==> config.mk <==
export PLATFORM = sky130hd
export DESIGN_NAME = fbpi_host_ctrl
export DESIGN_NICKNAME = d
export VERILOG_FILES = /design/src/fbpi_pkg_end_marker_unused.sv /design/src/fbpi_pkg.sv /design/src/fbpi_timer_if.sv /design/src/fbpi_host_ctrl.sv /design/src/fbpi_phase_timer.sv
export SDC_FILE = /design/constraint.sdc
export NUM_CORES = 1
export LEC_CHECK = 0
export ABC_AREA = 1
export BUFFER_PORTS_ARGS = -buffer_cell sky130_fd_sc_hd__buf_4
export CORE_MARGIN = 10
export CORE_UTILIZATION = 35
export DETAILED_ROUTE_END_ITERATION = 16
export GPL_TIMING_DRIVEN = 0
export PLACE_DENSITY_LB_ADDON = 0.25
export SKIP_LAST_GASP = 1
export SLEW_MARGIN = 20
export SYNTH_ARGS = -nofsm -noshare
export SYNTH_HDL_FRONTEND = slang
export SYNTH_SLANG_ARGS = --single-unit
==> constraint.sdc <==
create_clock -name clock -period 2.71 [get_ports clock]
set_clock_uncertainty 0.2 [all_clocks]
set_input_delay 0.1355 -clock clock [delete_from_list [all_inputs] [get_ports clock]]
set_output_delay 0.1355 -clock clock [all_outputs]
set_load 0.1 [all_outputs]
==> src/fbpi_pkg_end_marker_unused.sv <==
`timescale 1ns/1ps
`default_nettype none
`default_nettype wire

==> src/fbpi_pkg.sv <==
package fbpi_pkg;

  // Clock and recovery timing
  localparam int unsigned CLK_PERIOD_NS   = 100;
  localparam int unsigned T_RECOVERY_NS   = 400;
  localparam int unsigned RECOVERY_CYCLES =
    ((T_RECOVERY_NS + CLK_PERIOD_NS - 1) / CLK_PERIOD_NS) < 1 ? 1 :
    ((T_RECOVERY_NS + CLK_PERIOD_NS - 1) / CLK_PERIOD_NS);

  // Default phase lengths in clock cycles
  localparam int unsigned SETUP_CYCLES_DEF  = 1;
  localparam int unsigned STROBE_CYCLES_DEF = 2;
  localparam int unsigned HOLD_CYCLES_DEF   = 1;

  // Address field layout of the byte address
  localparam int unsigned ADDR_W       = 21;
  localparam int unsigned BYTE_SEL_BIT = 0;
  localparam int unsigned WORD_LSB     = 1;
  localparam int unsigned WORD_W       = 15;
  localparam int unsigned BLOCK_LSB    = 16;
  localparam int unsigned BLOCK_W      = 5;

  // Data lanes
  localparam int unsigned LANE_W = 8;
  localparam int unsigned DATA_W = 16;

  // Phase timer width
  localparam int unsigned TMR_W = 8;

  // Controller states
  typedef enum logic [2:0] {
    ST_POWERDOWN,
    ST_RECOVER,
    ST_IDLE,
    ST_SETUP,
    ST_STROBE,
    ST_HOLD
  } fbpi_state_type;

endpackage

==> src/fbpi_timer_if.sv <==
`timescale 1ns/1ps
`default_nettype none

// Phase timer request and status
interface fbpi_timer_if;
  import fbpi_pkg::*;
  logic             load;
  logic [TMR_W-1:0] count;
  logic             expired;

  modport ctrl  (output load, output count, input expired);
  modport timer (input load, input count, output expired);
endinterface

`default_nettype wire

==> src/fbpi_host_ctrl.sv <==
// Operation
// - Low lane carries commands and data in; read data comes back on it.
// - Device selected only while both chip selects are low.
// - Powerdown reset low enters deep power-down; wait 400 ns after release.
// - Device captures address and data on the write strobe rising edge.
// - Width select low gives x8 with high lane floating; high gives x16.
`timescale 1ns/1ps
`default_nettype none

module fbpi_host_ctrl
  import fbpi_pkg::*;
#(
  parameter int unsigned SETUP_CYCLES  = SETUP_CYCLES_DEF,
  parameter int unsigned STROBE_CYCLES = STROBE_CYCLES_DEF,
  parameter int unsigned HOLD_CYCLES   = HOLD_CYCLES_DEF
)
(
  // Clock and reset
  input  wire logic              clock,
  input  wire logic              rst,
  // User command port
  input  wire logic              cmd_valid,
  input  wire logic              cmd_write,
  input  wire logic              cmd_byte_mode,
  input  wire logic [ADDR_W-1:0] cmd_addr,
  input  wire logic [DATA_W-1:0] cmd_wdata,
  output logic                   cmd_ready,
  output logic                   rsp_valid,
  output logic [DATA_W-1:0]      rsp_rdata,
  // User power and protection
  input  wire logic              powerdown_req,
  input  wire logic              write_protect_release,
  output logic                   device_ready,
  // Flash address pins
  output logic                   byte_lane_select,
  output logic [WORD_W-1:0]      word_address,
  output logic [BLOCK_W-1:0]     block_address,
  // Flash data lanes
  input  wire logic [LANE_W-1:0] low_data_lane_in,
  output logic [LANE_W-1:0]      low_data_lane_out,
  output logic                   low_data_lane_oe_n,
  input  wire logic [LANE_W-1:0] high_data_lane_in,
  output logic [LANE_W-1:0]      high_data_lane_out,
  output logic                   high_data_lane_oe_n,
  // Flash control pins
  output logic                   chip_select_a_n,
  output logic                   chip_select_b_n,
  output logic                   output_enable_n,
  output logic                   write_strobe_n,
  output logic                   powerdown_reset_n,
  output logic                   width_select,
  output logic                   write_protect_n,
  input  wire logic              ready_busy_pin
);

  // Parameter checks at elaboration
  if (SETUP_CYCLES < 1 || SETUP_CYCLES > (1 << TMR_W)) begin : gen_bad_setup
    $error("SETUP_CYCLES out of range");
  end
  if (STROBE_CYCLES < 1 || STROBE_CYCLES > (1 << TMR_W)) begin : gen_bad_strobe
    $error("STROBE_CYCLES out of range");
  end
  if (HOLD_CYCLES < 1 || HOLD_CYCLES > (1 << TMR_W)) begin : gen_bad_hold
    $error("HOLD_CYCLES out of range");
  end

  // Timer counts, one less than the phase length
  localparam logic [TMR_W-1:0] SETUP_LOAD   = TMR_W'(SETUP_CYCLES - 1);
  localparam logic [TMR_W-1:0] STROBE_LOAD  = TMR_W'(STROBE_CYCLES - 1);
  localparam logic [TMR_W-1:0] HOLD_LOAD    = TMR_W'(HOLD_CYCLES - 1);
  localparam logic [TMR_W-1:0] RECOVER_LOAD = TMR_W'(RECOVERY_CYCLES - 1);

  fbpi_timer_if tmr ();

  fbpi_phase_timer u_timer (
    .clock (clock),
    .rst   (rst),
    .tmr   (tmr)
  );

  fbpi_state_type       state_reg,   state_next;
  logic                 write_reg,   write_next;
  logic                 byte_reg,    byte_next;
  logic                 rdy_reg,     rdy_next;
  logic                 rsp_reg,     rsp_next;
  logic [DATA_W-1:0]    rdata_reg,   rdata_next;
  logic                 bsel_reg,    bsel_next;
  logic [WORD_W-1:0]    word_reg,    word_next;
  logic [BLOCK_W-1:0]   block_reg,   block_next;
  logic [LANE_W-1:0]    lo_out_reg,  lo_out_next;
  logic [LANE_W-1:0]    hi_out_reg,  hi_out_next;
  logic                 lo_oe_reg,   lo_oe_next;
  logic                 hi_oe_reg,   hi_oe_next;
  logic                 cs_reg,      cs_next;
  logic                 oe_reg,      oe_next;
  logic                 we_reg,      we_next;
  logic                 pd_reg,      pd_next;
  logic                 width_reg,   width_next;
  logic                 wp_reg,      wp_next;
  logic                 devrdy_reg,  devrdy_next;

  // Sequencer next state
  always_comb begin
    state_next  = state_reg;
    write_next  = write_reg;
    byte_next   = byte_reg;
    rdy_next    = rdy_reg;
    rsp_next    = 1'b0;
    rdata_next  = rdata_reg;
    bsel_next   = bsel_reg;
    word_next   = word_reg;
    block_next  = block_reg;
    lo_out_next = lo_out_reg;
    hi_out_next = hi_out_reg;
    lo_oe_next  = lo_oe_reg;
    hi_oe_next  = hi_oe_reg;
    cs_next     = cs_reg;
    oe_next     = oe_reg;
    we_next     = we_reg;
    pd_next     = pd_reg;
    width_next  = width_reg;
    tmr.load    = 1'b0;
    tmr.count   = '0;
    case (state_reg)
      ST_POWERDOWN: begin
        pd_next = 1'b0;
        if (!powerdown_req) begin
          pd_next    = 1'b1;
          tmr.load   = 1'b1;
          tmr.count  = RECOVER_LOAD;
          state_next = ST_RECOVER;
        end
      end
      ST_RECOVER: begin
        if (tmr.expired) begin
          rdy_next   = 1'b1;
          state_next = ST_IDLE;
        end
      end
      ST_IDLE: begin
        if (powerdown_req) begin
          rdy_next   = 1'b0;
          pd_next    = 1'b0;
          state_next = ST_POWERDOWN;
        end else if (cmd_valid) begin
          rdy_next   = 1'b0;
          write_next = cmd_write;
          byte_next  = cmd_byte_mode;
          width_next = !cmd_byte_mode;
          bsel_next  = cmd_byte_mode ? cmd_addr[BYTE_SEL_BIT] : 1'b0;
          word_next  = cmd_addr[WORD_LSB +: WORD_W];
          block_next = cmd_addr[BLOCK_LSB +: BLOCK_W];
          cs_next    = 1'b0;
          if (cmd_write) begin
            lo_out_next = cmd_byte_mode ? cmd_wdata[LANE_W-1:0]
                                        : cmd_wdata[LANE_W-1:0];
            lo_oe_next  = 1'b0;
            // high lane only in x16 writes
            hi_out_next = cmd_wdata[DATA_W-1:LANE_W];
            hi_oe_next  = cmd_byte_mode;
          end
          tmr.load   = 1'b1;
          tmr.count  = SETUP_LOAD;
          state_next = ST_SETUP;
        end
      end
      ST_SETUP: begin
        if (tmr.expired) begin
          // only one strobe low at a time
          if (write_reg) begin
            we_next = 1'b0;
          end else begin
            // device drives only with enable low
            oe_next = 1'b0;
          end
          tmr.load   = 1'b1;
          tmr.count  = STROBE_LOAD;
          state_next = ST_STROBE;
        end
      end
      ST_STROBE: begin
        if (tmr.expired) begin
          if (!write_reg) begin
            // x8 reads use the low lane only
            rdata_next = byte_reg ? {{LANE_W{1'b0}}, low_data_lane_in}
                                  : {high_data_lane_in, low_data_lane_in};
          end
          // rising strobe edge commits the write
          we_next    = 1'b1;
          oe_next    = 1'b1;
          tmr.load   = 1'b1;
          tmr.count  = HOLD_LOAD;
          state_next = ST_HOLD;
        end
      end
      ST_HOLD: begin
        if (tmr.expired) begin
          // deselect freely, device finishes its work
          cs_next    = 1'b1;
          lo_oe_next = 1'b1;
          hi_oe_next = 1'b1;
          rsp_next   = 1'b1;
          rdy_next   = 1'b1;
          state_next = ST_IDLE;
        end
      end
      default: begin
        state_next = ST_POWERDOWN;
      end
    endcase
  end

  // Protection and ready sampling
  always_comb begin
    wp_next     = write_protect_release;
    // pin high means ready; valid regardless of selects
    devrdy_next = ready_busy_pin && pd_reg && (state_reg != ST_RECOVER);
  end

  // Register all state and pins
  always_ff @(posedge clock or posedge rst) begin
    if (rst) begin
      state_reg  <= ST_POWERDOWN;
      write_reg  <= 1'b0;
      byte_reg   <= 1'b0;
      rdy_reg    <= 1'b0;
      rsp_reg    <= 1'b0;
      rdata_reg  <= '0;
      bsel_reg   <= 1'b0;
      word_reg   <= '0;
      block_reg  <= '0;
      lo_out_reg <= '0;
      hi_out_reg <= '0;
      lo_oe_reg  <= 1'b1;
      hi_oe_reg  <= 1'b1;
      cs_reg     <= 1'b1;
      oe_reg     <= 1'b1;
      we_reg     <= 1'b1;
      pd_reg     <= 1'b0;
      width_reg  <= 1'b1;
      wp_reg     <= 1'b0;
      devrdy_reg <= 1'b0;
    end else begin
      state_reg  <= state_next;
      write_reg  <= write_next;
      byte_reg   <= byte_next;
      rdy_reg    <= rdy_next;
      rsp_reg    <= rsp_next;
      rdata_reg  <= rdata_next;
      bsel_reg   <= bsel_next;
      word_reg   <= word_next;
      block_reg  <= block_next;
      lo_out_reg <= lo_out_next;
      hi_out_reg <= hi_out_next;
      lo_oe_reg  <= lo_oe_next;
      hi_oe_reg  <= hi_oe_next;
      cs_reg     <= cs_next;
      oe_reg     <= oe_next;
      we_reg     <= we_next;
      pd_reg     <= pd_next;
      width_reg  <= width_next;
      wp_reg     <= wp_next;
      devrdy_reg <= devrdy_next;
    end
  end

  // Outputs straight from flip-flops
  assign cmd_ready           = rdy_reg;
  assign rsp_valid           = rsp_reg;
  assign rsp_rdata           = rdata_reg;
  assign device_ready        = devrdy_reg;
  assign byte_lane_select    = bsel_reg;
  assign word_address        = word_reg;
  assign block_address       = block_reg;
  assign low_data_lane_out   = lo_out_reg;
  assign low_data_lane_oe_n  = lo_oe_reg;
  assign high_data_lane_out  = hi_out_reg;
  assign high_data_lane_oe_n = hi_oe_reg;
  assign chip_select_a_n     = cs_reg;
  assign chip_select_b_n     = cs_reg;
  assign output_enable_n     = oe_reg;
  assign write_strobe_n      = we_reg;
  assign powerdown_reset_n   = pd_reg;
  assign width_select        = width_reg;
  assign write_protect_n     = wp_reg;

endmodule

`default_nettype wire

==> src/fbpi_phase_timer.sv <==
`timescale 1ns/1ps
`default_nettype none

module fbpi_phase_timer
  import fbpi_pkg::*;
(
  // Clock and reset
  input  wire logic     clock,
  input  wire logic     rst,
  // Timer carrier
  fbpi_timer_if.timer   tmr
);

  logic [TMR_W-1:0] cnt_reg;
  logic [TMR_W-1:0] cnt_next;

  // Load or count down to zero
  always_comb begin
    cnt_next = cnt_reg;
    if (tmr.load) begin
      cnt_next = tmr.count;
    end else if (cnt_reg != '0) begin
      cnt_next = cnt_reg - 1'b1;
    end
  end

  always_ff @(posedge clock or posedge rst) begin
    if (rst) begin
      cnt_reg <= '0;
    end else begin
      cnt_reg <= cnt_next;
    end
  end

  // Expired once the count reaches zero; kept free of load to avoid a loop
  assign tmr.expired = (cnt_reg == '0);

endmodule

`default_nettype wire

==> metrics.yaml <==
run_status:
  status: "complete, no violations"
min_path:
  min_path_type: "in -> reg"
  worstHoldStart: "cmd_valid"
  min_to: "byte_lane_select$_DFFE_PP0P_"
  hold_depth: 3
place:
  gp_congestion: 0.811
  placed_area_sq_um: 4550
  io_buffers: 124
  place_hpwl_microns: 7090
  numPlacedInstances: 658
worst_setup_path:
  worst-path-max-fanout: 10
  critPathKind: "reg -> reg"
  worstSetupEndpointType: "register"
  critPathMaxStageDelay_ns: 0.40
  required_ns: 2.74
  r2r-end: "rsp_rdata[2]$_DFFE_PP0P_"
  critPathLaunchType: "register"
  worstPathCellList: "inv_1 > ha_1 > nand3_1 > nor2_8 > nand3_4 > buf_6 > nand2_1 > o21ai_2"
  reg2reg_from: "u_timer.cnt_reg[0]$_DFFE_PP0P_"
  cpMaxStageDelayCell: "dfrtp_1"
  rrSetupSlack_ns: 0.78
  worstPathArrival_ns: 1.96
  ff2ff_path_depth: 8
grt:
  grt_max_degree: 53
  gr-total-overflow: 0
  grt_pass1_wl_microns: 16900
  antenna_found_initial: 0
  grt_usage_pct: 14.4
  grt_pass1_vias: 3390
flow_run:
  cap_viol_max_count: 0
route:
  drt-total-wl_microns: 10100
  drt_iter0_markers: 129
  detail_route.wl_per_cell_microns: 13.8
  vias_per_cell: 4.40
  postRouteAntennaNets: 0
  firstDrtPassIters: 4
  vias: 3216
  drcViolationCount: 0
floorplanning:
  row_count: 36
  core-area_sq_um: 9640
  initial_core_util_pct: 35.5
  fp.dieW_microns: 119
  die_h_microns: 119
  ioPinCount: 126
  die-area_sq_um: 14100
clock_network:
  cts.sinks: 77
  cts.reportedPaths.clkPinSlew_ns: 0.08
  cts_buffer_depth: 2
  cts_tree: "done"
  clock_latency_ns: 0.35
  htreeDepth: 3
  hold_buffers: 58
  cts_setup_buffers: 0
  cts_resized: 0
  cts_inserted_buffers: 9
  cts-root-buf: "clkbuf_8"
synthesis:
  yosysMostFrequentCell: "nand2_1"
  syn_avg_cell_area_sq_um: 8.56
  synth_enable_flop_cells: 0
  synth-seq-cells: 77
  synthTopCellsByArea: "dfrtp_1 52%, nand2_1 20%, dfstp_2 4.6%"
  syn_nets: 463
  yosysUniqueCellTypes: 31
  synth_top_area_share_pct: 51.9
  netlist_instances: 400
  syn_area_sq_um: 3430
  yosysWarnings: 0
  async_flop_share_pct: 100
  synthFlopType: "dfrtp_1"
  synth_top_cell_by_area: "dfrtp_1"
  yosysSeqAreaShare_pct: 56.5
  yosys-top-cells-count: "178 x nand2_1, 71 x dfrtp_1, 31 x inv_1"
layout:
  final_area_sq_um: 5320
  fill_cells: 887
  stdcell_count: 731
  area_growth_syn_to_layout_pct: 55.3
  nets: 657
  drive_above_1_share_pct: 29.4
  largest_register_ffs: 16
  diodes: 0
sta:
  slew_headroom_pct: 63.2
  final.period_utilization_pct: 71.1
  tightestPinTransition_ns: 0.552
  final_hold_viol_count: 0
  whs_ns: 0.0132
  rsz0062_at_grt: "false"
  fmax_ghz: 0.519
  tns_ns: 0
  report.final.slew_viol_count: 0
  period_needed_ns: 1.93
  setup_viol: 0
-- logic make-up (layout without fill, tap and decap cells) --
logic type | after synthesis | in the layout | share of synthesized area [%]
simple gates | 241 | 241 | 30.1
flops | 77 | 77 | 56.5
buf+inv | 49 | 247 | 6.76
compound gates | 29 | 29 | 5.48
fa+ha+maj | 2 | 2 | 0.730
xor+xnor | 2 | 2 | 0.511
-- layout by cell type (no fill, tap or decap), types with 7 or more instances in the layout --
cell and n:
buf_4 128, nor2_1 19, dfrtp_1 71, clkbuf_1 7, o21ai_0 9, clkbuf_8 10, nand3_1 27, o21ai_2 10
inv_1 30, nand2_1 178, dlygate4sd3_1 58
-- layout make-up --
type | count | area, sq um | share of cell area (%)
Buffer | 14 | 100 | 1.88
Clock buffer | 13 | 149 | 2.80
Clock inverter | 2 | 37.5 | 0.706
Inverter | 35 | 134 | 2.52
Multi-Input combinational cell | 274 | 1260 | 23.7
Sequential cell | 77 | 1930 | 36.4
Tap cell | 133 | 166 | 3.13
Timing Repair Buffer | 183 | 1540 | 28.9
-- metrics by stage --
| stage | utilization, % | setup slack [ns] |
|---|---|---|
| global route | 55.2 | 0.661 |
| CTS | 55.2 | 0.771 |
| detailed placement | 47.2 | 0.781 |
| global placement | 46.9 | -0.646 |
| floorplan | - | 0.418 |
| finish | 55.2 | 0.784 |
-- how the worst max path moves through the flow --
stage,start,to
floorplan,rst,block_address[0]$_DFFE_PP0P_
finish,u_timer.cnt_reg[0]$_DFFE_PP0P_,rsp_rdata[2]$_DFFE_PP0P_
global route,u_timer.cnt_reg[0]$_DFFE_PP0P_,low_data_lane_oe_n$_DFFE_PP1P_
detailed placement,u_timer.cnt_reg[0]$_DFFE_PP0P_,rsp_rdata[2]$_DFFE_PP0P_
global placement,rst,high_data_lane_out[1]$_DFFE_PP0P_
CTS,u_timer.cnt_reg[0]$_DFFE_PP0P_,rsp_rdata[2]$_DFFE_PP0P_
-- worst max-delay path: cells and delay by family (launching register included) --
kind / cells / cell delay (ns)
AO/OA/AOI/OAI: 1 / 0.06
AND/OR/NAND/NOR: 4 / 0.63
adder cells (fa/ha/maj): 1 / 0.21
flip-flops: 1 / 0.40
buffers and inverters: 2 / 0.31
-- routing by layer --
| metal | vias to the layer above | part of all wire, % | global-route usage, % |
|---|---|---|---|
| met5 | - | 0 | 0 |
| met4 | 0 | 1.7 | 5.80 |
| met3 | 14 | 9.0 | 5.95 |
| met2 | 104 | 45 | 22.7 |
| met1 | 1475 | 44 | 17.2 |
| li1 | 1623 | - | - |
Power is left out: the tool's default activity adds up to more than one toggle a clock period on the data nets, which glitch-free logic cannot reach.
